[config.mk]
export PLATFORM = sky130hd
export DESIGN_NAME = pcde_pin_cmd
export DESIGN_NICKNAME = d
export VERILOG_FILES = /design/src/verilog/pcde_pkg.sv /design/src/verilog/pcde_pin_cmd.sv
export VERILOG_INCLUDE_DIRS = /design/src /design/src/verilog
export SDC_FILE = /design/constraint.sdc
export NUM_CORES = 1
export LEC_CHECK = 0
export BUFFER_PORTS_ARGS = -buffer_cell sky130_fd_sc_hd__buf_2
export CAP_MARGIN = 0
export CORE_MARGIN = 2
export CORE_UTILIZATION = 55
export DETAILED_ROUTE_END_ITERATION = 10
export PLACE_DENSITY = 0.71
export SLEW_MARGIN = 5
export SYNTH_ARGS = -nofsm -noshare
export SYNTH_HDL_FRONTEND = slang
export SYNTH_SLANG_ARGS = --single-unit
[constraint.sdc]
create_clock -name pclk -period 10.2 [get_ports pclk]
set_input_delay 0.51 -clock pclk [delete_from_list [all_inputs] [get_ports pclk]]
set_output_delay 0.51 -clock pclk [all_outputs]
set_load 0.01 [all_outputs]
[src/verilog/pcde_defines.svh]
`ifndef PCDE_DEFINES_SVH
`define PCDE_DEFINES_SVH
// How it works
// [RULE1] Replacement runs only when the PIN is enabled and not blocked; both values supplied.
// [RULE2] Replacement with matching current value reloads attempts to 3 and stores new value.
// [RULE3] Replacement mismatch decrements attempts and keeps the stored value.
// [RULE4] Three consecutive mismatches, kept across sessions, block the PIN until unlocked; presetn here reloads the count to 3 and clears the block.
// [RULE5] A replaced value is shared storage, so every channel sees it at once.
// [RULE6] Replacement frame: first parameter zero, length 10 hex, current then new 8 bytes.
// [RULE7] Disable with matching value reloads attempts to 3 and marks the PIN disabled.
// [RULE8] Disable mismatch decrements attempts and keeps the PIN enabled.
// [RULE9] Disable is refused when the PIN is already disabled or blocked.
// [RULE10] Three disable mismatches block the PIN until a successful unlock.
// [RULE11] Disable first parameter: 0 plain, 1 reserved, bit 8 selects substitute reference.
// [RULE12] Chosen substitute reference gets usage qualifier 08 and must be verified instead.
// [RULE13] Disabled PIN grants always access, or requires the substitute reference if chosen.
// [RULE14] Files listing several references become always accessible when any one is disabled.
// [RULE15] Each successful disable or enable re-validates the security environment.
// [RULE16] Disable and enable carry length 08 and one value; low five second-byte bits pick PIN.
// [RULE17] Enable with matching value reloads attempts to 3 and marks the PIN enabled.
// [RULE18] Enable mismatch decrements attempts and leaves the PIN disabled.
// [RULE19] Enable is refused when the PIN is already enabled or blocked.
// [RULE20] Enable mismatches block the PIN; blocked disabled grants, blocked enabled denies.
// [RULE21] Enabling ends substitution by writing qualifier 00 to the substitute reference.
// [RULE22] Mismatch returns retries-left status down to zero; later checks return blocked status.
// [RULE23] Successful unlock reloads unlock attempts to 10, PIN attempts to 3, and enables.
// [RULE24] Refused requests change nothing and return an error status.
`define PCDE_A_CMD       12'h000
`define PCDE_A_DATA0     12'h004
`define PCDE_A_DATA1     12'h008
`define PCDE_A_DATA2     12'h00C
`define PCDE_A_DATA3     12'h010
`define PCDE_A_STATUS    12'h014
`define PCDE_A_SEL       12'h018
`define PCDE_A_PIN_INFO  12'h01C
`define PCDE_A_FILE_REFS 12'h020
`define PCDE_A_FILE_ACC  12'h024
`define PCDE_A_KEYQ      12'h028
`define PCDE_RETRY_INIT  2'h3
`define PCDE_UNBLK_INIT  4'hA
`define PCDE_LC_DOUBLE   8'h10
`define PCDE_LC_SINGLE   8'h08
`define PCDE_USE_ALT     8'h08
`define PCDE_USE_NONE    8'h00
`define PCDE_SW_OK       16'h9000
`define PCDE_SW_RETRY    12'h63C
`define PCDE_SW_BLOCKED  16'h6983
`define PCDE_SW_COND     16'h6985
`define PCDE_SW_P1P2     16'h6A86
`define PCDE_SW_LEN      16'h6700
`define PCDE_SW_INS      16'h6D00
`endif

[src/verilog/pcde_pkg.sv]
package pcde_pkg;
  typedef enum logic [2:0] {PCDE_OP_NONE, PCDE_OP_CHANGE, PCDE_OP_DISABLE, PCDE_OP_ENABLE,
                            PCDE_OP_UNBLOCK} pcde_op_e;
  typedef enum logic [2:0] {PCDE_ACT_NONE, PCDE_ACT_OK, PCDE_ACT_MISS, PCDE_ACT_UNB_OK,
                            PCDE_ACT_UNB_MISS} pcde_act_e;
  typedef enum logic [1:0] {PCDE_AC_VERIFY, PCDE_AC_ALWAYS, PCDE_AC_ALT, PCDE_AC_NEVER} pcde_acc_e;
  typedef struct packed {
    logic [7:0] lc;
    logic [7:0] p2;
    logic [7:0] p1;
    logic [4:0] rsv;
    pcde_op_e   op;
  } pcde_cmd_s;
  typedef struct packed {
    logic [15:0] epoch;
    logic [15:0] sw;
  } pcde_stat_s;
endpackage

[src/verilog/pcde_pin_cmd.sv]
`timescale 1ns/1ps
`include "pcde_defines.svh"

module pcde_pin_cmd
  import pcde_pkg::*;
#(
  parameter int          NPIN         = 4,
  parameter logic [63:0] PIN_INIT     = 64'hFFFF_FFFF_3433_3231,
  parameter logic [63:0] UNBLOCK_CODE = 64'h3837_3635_3433_3231
)
(
  // clock and reset
  input  wire logic        pclk,
  input  wire logic        presetn,
  // apb slave
  input  wire logic        psel,
  input  wire logic        penable,
  input  wire logic        pwrite,
  input  wire logic [11:0] paddr,
  input  wire logic [31:0] pwdata,
  output logic      [31:0] prdata,
  output logic             pready,
  output logic             pslverr,
  // security environment
  output logic             sec_env_reval
);

  localparam int IW = (NPIN > 1) ? $clog2(NPIN) : 1;

  ////////////////////////////////////////////////////////////////////////////
  // storage

  logic      [31:0]     prdata_q;
  logic                 pready_q, pslverr_q, reval_q;
  logic      [31:0]     data_q [4];
  pcde_cmd_s            last_cmd_q;
  pcde_stat_s           stat_q;
  logic      [4:0]      sel_q;
  logic      [NPIN-1:0] file_refs_q;
  logic      [63:0]     pin_val_q [NPIN];
  logic      [1:0]      retry_q [NPIN];
  logic      [3:0]      unb_q [NPIN];
  logic      [NPIN-1:0] ena_q;
  logic      [NPIN-1:0] alt_use_q;
  logic      [4:0]      alt_ref_q [NPIN];
  logic      [7:0]      keyq_q [32];

  ////////////////////////////////////////////////////////////////////////////
  // apb handshake: one wait state, response in second access cycle

  logic        acc, done, wr, mapped;
  logic [31:0] rd_d;
  assign acc  = psel & penable & ~pready_q;
  assign done = psel & penable & pready_q;
  assign wr   = done & pwrite & mapped;

  always_ff @(posedge pclk or negedge presetn)
  begin
    if (!presetn)
    begin
      pready_q  <= 1'b0;
      pslverr_q <= 1'b0;
      prdata_q  <= 32'h0;
    end
    else
    begin
      pready_q  <= acc;
      pslverr_q <= acc & ~mapped;
      if (acc)
        prdata_q <= pwrite ? 32'h0 : rd_d;
    end
  end
  assign prdata        = prdata_q;
  assign pready        = pready_q;
  assign pslverr       = pslverr_q;
  assign sec_env_reval = reval_q;

  ////////////////////////////////////////////////////////////////////////////
  // command decode

  pcde_cmd_s     cmd;
  logic          cmd_go, ref_ok, p1_ok, lc_ok, blk, ublk, match, umatch;
  logic [IW-1:0] pix;
  logic [63:0]   old_val, new_val;
  pcde_act_e     act;
  logic [15:0]   sw_d;
  assign cmd     = pcde_cmd_s'(pwdata);
  assign cmd_go  = wr & (paddr == `PCDE_A_CMD);
  assign old_val = {data_q[1], data_q[0]};
  assign new_val = {data_q[3], data_q[2]};
  assign pix     = IW'(cmd.p2[4:0] - 5'h1);
  // reference number 1..NPIN, b6 b5 must be zero
  assign ref_ok  = (cmd.p2[6:5] == 2'b00) && (cmd.p2[4:0] != 5'h0) && (int'(cmd.p2[4:0]) <= NPIN); // RULE16
  assign blk     = retry_q[pix] == 2'h0;
  assign ublk    = unb_q[pix] == 4'h0;
  assign match   = old_val == pin_val_q[pix];
  assign umatch  = old_val == UNBLOCK_CODE;

  // unknown opcodes never pass the parameter check
  assign p1_ok = (cmd.op == PCDE_OP_DISABLE)
                 ? (cmd.p1 == 8'h00) || (cmd.p1[7] && cmd.p1[6:5] == 2'b00) // RULE11
                 : (cmd.p1 == 8'h00) && cmd.op inside {PCDE_OP_CHANGE, PCDE_OP_ENABLE, PCDE_OP_UNBLOCK};
  assign lc_ok = (cmd.op inside {PCDE_OP_CHANGE, PCDE_OP_UNBLOCK}) ? cmd.lc == `PCDE_LC_DOUBLE // RULE6
                                                                   : cmd.lc == `PCDE_LC_SINGLE; // RULE16

  // precedence: opcode, parameters, length, blocking, state, value
  always_comb
  begin
    act  = PCDE_ACT_NONE;
    sw_d = `PCDE_SW_OK;
    if (cmd.op == PCDE_OP_NONE || cmd.op > PCDE_OP_UNBLOCK)
      sw_d = `PCDE_SW_INS;
    else if (!p1_ok || !ref_ok)
      sw_d = `PCDE_SW_P1P2; // RULE24
    else if (!lc_ok)
      sw_d = `PCDE_SW_LEN; // RULE24
    else if (cmd.op == PCDE_OP_UNBLOCK)
    begin
      if (ublk)
        sw_d = `PCDE_SW_BLOCKED;
      else if (umatch)
        act = PCDE_ACT_UNB_OK;
      else
      begin
        act  = PCDE_ACT_UNB_MISS;
        sw_d = {`PCDE_SW_RETRY, 4'(unb_q[pix] - 4'h1)};
      end
    end
    else if (blk)
      sw_d = `PCDE_SW_BLOCKED; // RULE22
    else if ((cmd.op != PCDE_OP_ENABLE && !ena_q[pix]) || (cmd.op == PCDE_OP_ENABLE && ena_q[pix]))
      sw_d = `PCDE_SW_COND; // RULE1 RULE9 RULE19
    else if (match)
      act = PCDE_ACT_OK;
    else
    begin
      act  = PCDE_ACT_MISS;
      sw_d = {`PCDE_SW_RETRY, 4'({2'b00, retry_q[pix]} - 4'h1)}; // RULE22
    end
  end

  logic go_ok, go_miss, go_uok, go_alt, go_end_alt;
  assign go_ok      = cmd_go && act == PCDE_ACT_OK;
  assign go_miss    = cmd_go && act == PCDE_ACT_MISS;
  assign go_uok     = cmd_go && act == PCDE_ACT_UNB_OK;
  assign go_alt     = go_ok && cmd.op == PCDE_OP_DISABLE && cmd.p1[7];
  assign go_end_alt = ((go_ok && cmd.op == PCDE_OP_ENABLE) || go_uok) && alt_use_q[pix];

  ////////////////////////////////////////////////////////////////////////////
  // pin state, one array per concern; single copy shared by all channels

  always_ff @(posedge pclk or negedge presetn)
  begin
    if (!presetn)
      for (int i = 0; i < NPIN; i++)
        retry_q[i] <= `PCDE_RETRY_INIT;
    else if (go_ok || go_uok)
      retry_q[pix] <= `PCDE_RETRY_INIT; // RULE2 RULE7 RULE17 RULE23
    else if (go_miss)
      retry_q[pix] <= 2'(retry_q[pix] - 2'h1); // RULE3 RULE4 RULE8 RULE10 RULE18 RULE20
  end
  always_ff @(posedge pclk or negedge presetn)
  begin
    if (!presetn)
      for (int i = 0; i < NPIN; i++)
        pin_val_q[i] <= PIN_INIT;
    else if ((go_ok && cmd.op == PCDE_OP_CHANGE) || go_uok)
      pin_val_q[pix] <= new_val; // RULE2 RULE5
  end
  // a blocked pin keeps its enable state; the optional force-enable is not taken
  always_ff @(posedge pclk or negedge presetn)
  begin
    if (!presetn)
      ena_q <= '1;
    else if (go_ok && cmd.op == PCDE_OP_DISABLE)
      ena_q[pix] <= 1'b0; // RULE7
    else if ((go_ok && cmd.op == PCDE_OP_ENABLE) || go_uok)
      ena_q[pix] <= 1'b1; // RULE17 RULE23
  end
  always_ff @(posedge pclk or negedge presetn)
  begin
    if (!presetn)
      for (int i = 0; i < NPIN; i++)
        unb_q[i] <= `PCDE_UNBLK_INIT;
    else if (go_uok)
      unb_q[pix] <= `PCDE_UNBLK_INIT; // RULE23
    else if (cmd_go && act == PCDE_ACT_UNB_MISS)
      unb_q[pix] <= 4'(unb_q[pix] - 4'h1);
  end
  always_ff @(posedge pclk or negedge presetn)
  begin
    if (!presetn)
    begin
      alt_use_q <= '0;
      for (int i = 0; i < NPIN; i++)
        alt_ref_q[i] <= 5'h0;
    end
    else if (go_alt)
    begin
      alt_use_q[pix] <= 1'b1; // RULE12
      alt_ref_q[pix] <= cmd.p1[4:0];
    end
    else if (go_end_alt)
      alt_use_q[pix] <= 1'b0; // RULE21
  end
  always_ff @(posedge pclk or negedge presetn)
  begin
    if (!presetn)
      for (int i = 0; i < 32; i++)
        keyq_q[i] <= `PCDE_USE_NONE;
    else if (go_alt)
      keyq_q[cmd.p1[4:0]] <= `PCDE_USE_ALT; // RULE12
    else if (go_end_alt)
      keyq_q[alt_ref_q[pix]] <= `PCDE_USE_NONE; // RULE21
  end
  // epoch counts re-validations so software can spot a changed environment
  always_ff @(posedge pclk or negedge presetn)
  begin
    if (!presetn)
    begin
      stat_q     <= '0;
      last_cmd_q <= '0;
      reval_q    <= 1'b0;
    end
    else
    begin
      reval_q <= go_ok && (cmd.op == PCDE_OP_DISABLE || cmd.op == PCDE_OP_ENABLE); // RULE15
      if (cmd_go)
      begin
        stat_q.sw  <= sw_d; // RULE22 RULE24
        last_cmd_q <= cmd;
      end
      if (go_ok && (cmd.op == PCDE_OP_DISABLE || cmd.op == PCDE_OP_ENABLE))
        stat_q.epoch <= 16'(stat_q.epoch + 16'h1); // RULE15
    end
  end
  ////////////////////////////////////////////////////////////////////////////
  // software registers

  always_ff @(posedge pclk or negedge presetn)
  begin
    if (!presetn)
    begin
      for (int i = 0; i < 4; i++)
        data_q[i] <= 32'h0;
      sel_q       <= 5'h1;
      file_refs_q <= '0;
    end
    else if (wr)
    begin
      case (paddr)
        `PCDE_A_DATA0:     data_q[0] <= pwdata;
        `PCDE_A_DATA1:     data_q[1] <= pwdata;
        `PCDE_A_DATA2:     data_q[2] <= pwdata;
        `PCDE_A_DATA3:     data_q[3] <= pwdata;
        `PCDE_A_SEL:       sel_q <= pwdata[4:0];
        `PCDE_A_FILE_REFS: file_refs_q <= pwdata[NPIN-1:0];
        default:           ;
      endcase
    end
  end

  ////////////////////////////////////////////////////////////////////////////
  // access evaluation

  function automatic pcde_acc_e acc_of(input logic en, input logic b, input logic alt);
    if (!en)
      return alt ? PCDE_AC_ALT : PCDE_AC_ALWAYS; // RULE13 RULE20
    else if (b)
      return PCDE_AC_NEVER; // RULE4 RULE20
    else
      return PCDE_AC_VERIFY;
  endfunction
  pcde_acc_e     file_acc;
  logic [IW:0]   nref;
  logic          any_dis;
  always_comb
  begin
    file_acc = PCDE_AC_ALWAYS;
    nref     = '0;
    any_dis  = 1'b0;
    for (int i = 0; i < NPIN; i++)
    begin
      if (file_refs_q[i])
      begin
        nref     = (IW+1)'(nref + 1'b1);
        any_dis  = any_dis | ~ena_q[i];
        file_acc = acc_of(ena_q[i], retry_q[i] == 2'h0, alt_use_q[i]);
      end
    end
    // several references: one disabled opens the file
    if (nref > 1)
      file_acc = any_dis ? PCDE_AC_ALWAYS : PCDE_AC_VERIFY; // RULE14
  end
  logic [IW-1:0] vix;
  logic          sel_ok;
  logic [31:0]   pin_info;
  assign vix    = IW'(sel_q - 5'h1);
  assign sel_ok = (sel_q != 5'h0) && (int'(sel_q) <= NPIN);
  always_comb
  begin
    pin_info = 32'h0;
    if (sel_ok)
    begin
      pin_info[1:0]   = retry_q[vix];
      pin_info[2]     = ena_q[vix];
      pin_info[3]     = retry_q[vix] == 2'h0;
      pin_info[5:4]   = acc_of(ena_q[vix], retry_q[vix] == 2'h0, alt_use_q[vix]);
      pin_info[11:8]  = unb_q[vix];
      pin_info[12]    = alt_use_q[vix];
      pin_info[20:16] = alt_ref_q[vix];
    end
  end
  always_comb
  begin
    mapped = paddr[1:0] == 2'b00;
    rd_d   = 32'h0;
    case (paddr)
      `PCDE_A_CMD:       rd_d = last_cmd_q;
      `PCDE_A_DATA0:     rd_d = data_q[0];
      `PCDE_A_DATA1:     rd_d = data_q[1];
      `PCDE_A_DATA2:     rd_d = data_q[2];
      `PCDE_A_DATA3:     rd_d = data_q[3];
      `PCDE_A_STATUS:    rd_d = stat_q;
      `PCDE_A_SEL:       rd_d = {27'h0, sel_q};
      `PCDE_A_PIN_INFO:  rd_d = pin_info;
      `PCDE_A_FILE_REFS: rd_d = 32'(file_refs_q);
      `PCDE_A_FILE_ACC:  rd_d = 32'(file_acc);
      `PCDE_A_KEYQ:      rd_d = {24'h0, keyq_q[sel_q]};
      default:           mapped = 1'b0;
    endcase
  end
endmodule

==> results of run 1 <==
-- worst max-delay path, delay by kind of cell --
family                     cells  cell delay (ns)
adders and majority gates      1             0.78
and+or+nand+nor                4             2.02
buffers and inverters          3             1.24
AOI/OAI and AO/OA              1             1.09
muxes                          2             0.97
xor gates and xnor gates       1             0.39
-- cell usage after synthesis (4+ instances only) --
master	number	area share
nor3_1	45	0.0061
buf_2	10	0.0014
and2_1	8	0.0014
o31ai_1	4	0.00081
or3_1	6	0.0010
buf_1	22	0.0022
a21boi_0	33	0.0067
nand2b_1	16	0.0027
mux2i_1	14	0.0038
nand4_1	41	0.0069
and4b_1	4	0.0011
a221oi_1	28	0.0066
and3_1	231	0.039
nor4bb_1	7	0.0019
xor2_1	5	0.0012
xnor2_1	82	0.019
a222oi_1	7	0.0019
a22o_1	19	0.0045
clkbuf_1	110	0.011
a21oi_1	34	0.0046
ha_1	14	0.0047
nor4b_1	6	0.0014
mux4_2	170	0.10
dfstp_2	201	0.14
nor4_1	22	0.0037
nor2b_1	5	0.00085
nand3b_1	4	0.00081
nand2_1	133	0.014
inv_1	63	0.0064
a211oi_1	4	0.00081
dfrtp_1	595	0.40
nand3_1	46	0.0062
o21ai_0	77	0.010
o211ai_1	7	0.0014
mux2_2	452	0.14
a22oi_1	36	0.0073
nor3b_1	5	0.0010
nand3_4	26	0.012
nor2_1	50	0.0051
a311oi_1	5	0.0012
-- routing by layer --
layer	part of all wire	routed length [µm]	global-route usage	up-vias
li1	-	-	-	10200
met4	0.048	4900	0.132	2
met5	0.00013	13	0	-
met1	0.40	40900	0.398	12800
met2	0.48	49500	0.483	1058
met3	0.072	7430	0.0600	273
-- worst min path at each step --
stage / slack [ns] / end / cells after the start / from
finish: 0.20 / last_cmd_q[6] / 2 / pwdata[6]
global route: 0.19 / data_q[6] / 2 / pwdata[6]
CTS: 0.17 / last_cmd_q[6] / 2 / pwdata[6]
detailed placement: 0.47 / prdata[27] / 2 / prdata[27]
global placement: 0.46 / prdata[10] / 2 / prdata[10]
floorplan: 0.21 / asynchronous set/reset pin / 0 / presetn
-- through the flow --
step	worst slack (ns)	power, W
finish	3.55	0.00653
global route	3.17	0.00671
CTS	3.57	0.00657
detailed placement	2.92	0.00340
global placement	3.02	0.00340
floorplan	4.59	0.00328
-- repair_timing --
action,CTS,global route
hold endpoints to repair,3,0
endpoints found under the setup margin,0,0
hold buffers,1,0
setup buffers,0,0
-- state kept, by name, indices dropped and copies added (netlist names), named ones only --
signal / flops
keyq_q: 256
pin_val_q: 256
data_q: 128
last_cmd_q: 32
prdata: 32
stat_q: 28
alt_ref_q: 20
unb_q: 16
retry_q: 8
sel_q: 5
file_refs_q: 4
pready: 1
pslverr: 1
sec_env_reval: 1
-- report_power, final --
part | internal [W] | switching, W
Combinational | 0.0000384 | 0.000146
Clock | 0.00190 | 0.00129
Sequential | 0.00316 | 0.000000215
Total | 0.00510 | 0.00143
-- kinds of logic (layout without fill, tap and decap cells) --
kind of cell,Yosys count,count (layout),share of synthesized area
DFF,796,796,0.546
and+or+nand+nor,669,669,0.109
muxes,636,636,0.245
AOI/OAI and AO/OA,272,272,0.0508
buffers and inverters,212,341,0.0235
xor gates and xnor gates,87,87,0.0206
adders and majority gates,14,14,0.00474
-- cell type report --
| type | instances | area (µm²) | area share |
|---|---|---|---|
| Inverter | 64 | 240 | 0.00584 |
| Tap cell | 864 | 1080 | 0.0263 |
| Clock inverter | 33 | 422 | 0.0103 |
| Timing Repair Buffer | 125 | 774 | 0.0188 |
| Multi-Input combinational cell | 1678 | 16000 | 0.388 |
| Clock buffer | 119 | 2480 | 0.0602 |
| Sequential cell | 796 | 20200 | 0.491 |
-- placed cells by master, fill, tap and decap left out, drive strengths merged, types with 79 or more instances in the layout --
master,n
dfrtp,595
mux2,452
and3,231
dfstp,201
mux4,170
nand2,133
buf,124
clkbuf,119
xnor2,82
o21ai,79
==> results.toml, run 1 <==
[run_status]
status = "complete, no violations"

[sta]
whs_ns = 0.199
report.final.setup_viol = 0
fmax_mhz = 150
setup_tns_ns = 0
skew_ns = 0.0352
finalMaxSlewViolations = 0
fin_crit_sh = 0.652
layout_min_cycle_time_ns = 6.65
relSlewSlack = 0.153
rsz0062_at_grt = "false"
tightest_slew_ns = 1.27
hold_viol = 0

[global_route]
grt_start_max_net_pins = 193
track_usage = 0.300
grt_pass1_vias = 25500
grt_antenna_before_repair = 2
gr-total-overflow = 0
grt_pass1_wl_mm = 158

[synth]
yosys_warnings = 0
synth_seq_cells = 796
avgSynthCellArea_um2 = 13.7
syn_nets = 2749
synth_edf_count = 0
synth_area_mm2 = 0.0369
ys_types = 68
synth-main-ff-cell = "dfrtp_1"
async_flop_share = 1.00
synthCells = 2686
ys_seq_area_frac = 0.546

[place]
dp.cells = 3526
port_buffers = 83
postPlaceCellArea_mm2 = 0.0382
gp_congestion = 0.926
hpwlAfterDp_mm = 67.8

[detailed_routing]
drt-initial-drc-count = 2505
first_pass_iters = 8
wl_mm = 103
postRouteAntennaNets = 0
wl_per_cell_um = 27.9
routed-via-count = 24300
route.detailed.drc = 0
via_per_inst = 6.60

[final_layout]
nNetsFinal = 2812
diodes = 0
final_cell_count_no_fill = 3679
finalInstanceArea_mm2 = 0.0411
num-fill-cells = 4929
drive_gt1_frac = 0.402
syn2layout_area_growth_pct = 11.4
final_util = 0.622

[power_and_ir_drop]
power_density_mw_per_mm2 = 159
leakagePower_nw = 19.2
ir_drop_uv = 167

[critical_path]
r2r_start = "pin_val_q[206]"
reg2regPathDepth = 8
timing.critical_path.mode_cell = "nand4_1"
cp_slowest_cell = "o41ai_2"
cp-end-kind = "flip-flop"
worstSetupPathType = "in -> reg"
r2r-end = "pin_val_q[193]"
critPathMaxStageDelay_ns = 1.09
critPathCapture = "pin_val_q[193]"
required_ns = 10.71
crit_chain = "buf_6 > inv_1 > ha_4 > buf_4 > mux4_2 > xnor2_1 > nand4_1 > nor4_1 > nand4_1 > o41ai_2 > nand2_4 > mux2_2"
r2r_setup_slack_ns = 4.93
path_max_fanout = 64
arrival_ns = 7.16
crit_start = "pwdata[16]"
startpoint_type = "input port"

[floorplan]
start_util = 0.559
io_pins = 84
die_w_um = 263
die-area_mm2 = 0.0692
fp-row-count = 94
die_h_um = 263
coreArea_mm2 = 0.0661

[clocking]
cts-resized-gates = 0
cts_made_buffers = 84
ctsRootBufferMaster = "clkbuf_16"
path_clk_slew_ns = 0.07
htreeDepth = 3
cts.path.max_buffers = 3
cts_tree = "done"
cts.sink_count = 796
clk_latency_ns = 0.64

[hold_path]
min_path_type = "in -> reg"

[job]
maxCapViolCount = 0
Power figures use the tool's default switching activity.
==> inputs of run 2 (changes only) <==
==> constraint.sdc (replaced) <==
create_clock -name pclk -period 6.98 [get_ports pclk]
set_input_delay 0.349 -clock pclk [delete_from_list [all_inputs] [get_ports pclk]]
set_output_delay 0.349 -clock pclk [all_outputs]
set_load 0.01 [all_outputs]
==> run 2 against run 1 <==
- clock skew down 0.00066 ns
- core utilization up 0.12 points
- sequential share of layout area down 0.095 points
- die area unchanged
- hold slack worse by 0.17 ns
- via count up 0.21%
- non-clock buffer count up 7
- critical endpoint is now pin_val_q[159]
- largest power group unchanged
- highest routed layer is now met4
==> results.toml, run 2 (synthesis gave the netlist of run 1 again) <==
[run_status]
status = "complete, no violations"

[hold_path]
min_to = "data_q[46]"
hold_start = "pwdata[14]"
min_path_type = "in -> reg"
hold_depth = 2

[final_layout]
drive_gt1_frac = 0.405
final_cell_mix = "dfrtp_1 (594), mux2_2 (452), and3_1 (231), dfstp_2 (200), mux4_2 (170)"
largest_registers = "keyq_q: 256 flops, pin_val_q: 256 flops, data_q: 128 flops"
nNetsFinal = 2818
num-fill-cells = 4970
finalInstanceArea_mm2 = 0.0412
syn2layout_area_growth_pct = 11.6
final_common_cell = "dfrtp_1"

[floorplan]
io_pins = 84
die_w_um = 263
coreArea_mm2 = 0.0661
start_util = 0.559
fp-row-count = 94
die-area_mm2 = 0.0692
die_h_um = 263

[critical_path]
r2r-end = "keyq_q[85]"
cp-end-kind = "flip-flop"
startpoint_type = "input port"
r2r_setup_slack_ns = 2.55
r2r_start = "data_q[64]"
reg2regPathDepth = 10
worstSetupPathType = "in -> reg"
path_max_fanout = 64
required_ns = 7.48
arrival_ns = 5.35

[global_route]
track_usage = 0.297
gr-total-overflow = 0
grt_pass1_vias = 25400
grt_antenna_before_repair = 3
grt_start_max_net_pins = 189
grt_pass1_wl_mm = 158

[sta]
fin_crit_sh = 0.694
finalMaxSlewViolations = 0
report.final.setup_viol = 0
relSlewSlack = 0.205
skew_ns = 0.0346
layout_min_cycle_time_ns = 4.85
setup_tns_ns = 0
hold_viol = 0
tightest_slew_ns = 1.19
rsz0062_at_grt = "false"
fmax_mhz = 206

[clocking]
cts.path.max_buffers = 3
ctsRootBufferMaster = "clkbuf_16"
cts_made_buffers = 83
cts_setup_buffers = 0
cts_tree = "done"
htreeDepth = 3
clk_latency_ns = 0.65
path_clk_slew_ns = 0.06
cts.sink_count = 796

[power_and_ir_drop]
leakagePower_nw = 19.3
total_power_w = 0.00954
power_density_mw_per_mm2 = 232
ir_drop_uv = 220

[detailed_routing]
first_pass_iters = 6
via_per_inst = 6.60
routed-via-count = 24300
postRouteAntennaNets = 0
drt-initial-drc-count = 2695
wl_mm = 101
route.detailed.drc = 0
wl_per_cell_um = 27.5

[place]
port_buffers = 83
gp_congestion = 0.879
hpwlAfterDp_mm = 67.3
postPlaceCellArea_mm2 = 0.0383

[job]
maxCapViolCount = 0
[run 2: cell count changes in the layout (fill, tap and decap cells not counted), moves of 3 or more]
cell	previous run	this run
clkinv_2	13	20
clkbuf_1	14	11
clkbuf_8	18	14
buf_4	39	43
buf_12	2	5
[run 2: metrics by stage]
stage	setup slack (ns)	hold slack (ns)	utilization	std cells
after floorplan	1.53	0.0534	-	2686
after global placement	1.58	0.454	0.580	3533
after detailed placement	1.54	0.462	0.580	3533
after CTS	2.18	0.0139	0.623	3686
after global routing	1.79	0.0357	0.623	3687
final	2.13	0.0335	0.623	3688
[run 2: worst max-delay path: stages]
cell and delay (ns):
buf_6 0.36, inv_1 0.25, ha_4 0.73, mux4_2 0.43
inv_1 0.11, ha_1 0.18, inv_1 0.04, o31ai_1 0.69
nor4_2 0.28, nand3_1 0.18, o41ai_2 0.08, buf_4 0.19
nand2_4 0.06, buf_4 0.89, mux2_2 0.43
[run 2: repair_timing]
item | 4_1_cts | 5_1_grt
endpoints found under the hold margin | 78 | 0
hold buffers | 1 | 0
resized for setup | 0 | 0
endpoints found under the setup margin | 0 | 0
[run 2: worst max-delay path by stage]
stage | startpoint | end | slack [ns] | cells after the start
2_1_floorplan | pwdata[16] | pin_val_q[10] | 1.53 | 19
3_3_place_gp | pwdata[16] | pin_val_q[7] | 1.58 | 15
3_5_place_dp | pwdata[16] | pin_val_q[71] | 1.54 | 15
4_1_cts | pwdata[16] | pin_val_q[95] | 2.18 | 15
5_1_grt | pwdata[16] | pin_val_q[159] | 1.79 | 15
6_report | pwdata[16] | pin_val_q[159] | 2.13 | 15
[run 2: layout make-up]
| cell class | instances | area (µm²) | share of cell area |
|---|---|---|---|
| inverter | 64 | 240 | 0.00583 |
| tap | 864 | 1080 | 0.0262 |
| sequential | 796 | 20200 | 0.490 |
| clock buffer | 110 | 2360 | 0.0573 |
| timing repair buffer | 132 | 865 | 0.0210 |
| clock inverter | 42 | 523 | 0.0127 |
| antenna | 2 | 5.00 | 0.000121 |
| multi-input combinational | 1678 | 16000 | 0.387 |
[run 2: report_power, final]
group | internal (W) | switching [W]
Combinational | 0.0000601 | 0.000214
Sequential | 0.00462 | 0.000000314
Clock | 0.00276 | 0.00188
Total | 0.00744 | 0.00210
[run 2: routing by layer]
| metal | track usage | up-vias | wire length (µm) | part of all wire |
|---|---|---|---|---|
| met3 | 0.0421 | 242 | 6790 | 0.067 |
| li1 | - | 10200 | - | - |
| met4 | 0.114 | 0 | 3940 | 0.039 |
| met1 | 0.408 | 12800 | 41300 | 0.41 |
| met5 | 0 | - | 0 | 0 |
| met2 | 0.483 | 1072 | 49200 | 0.49 |
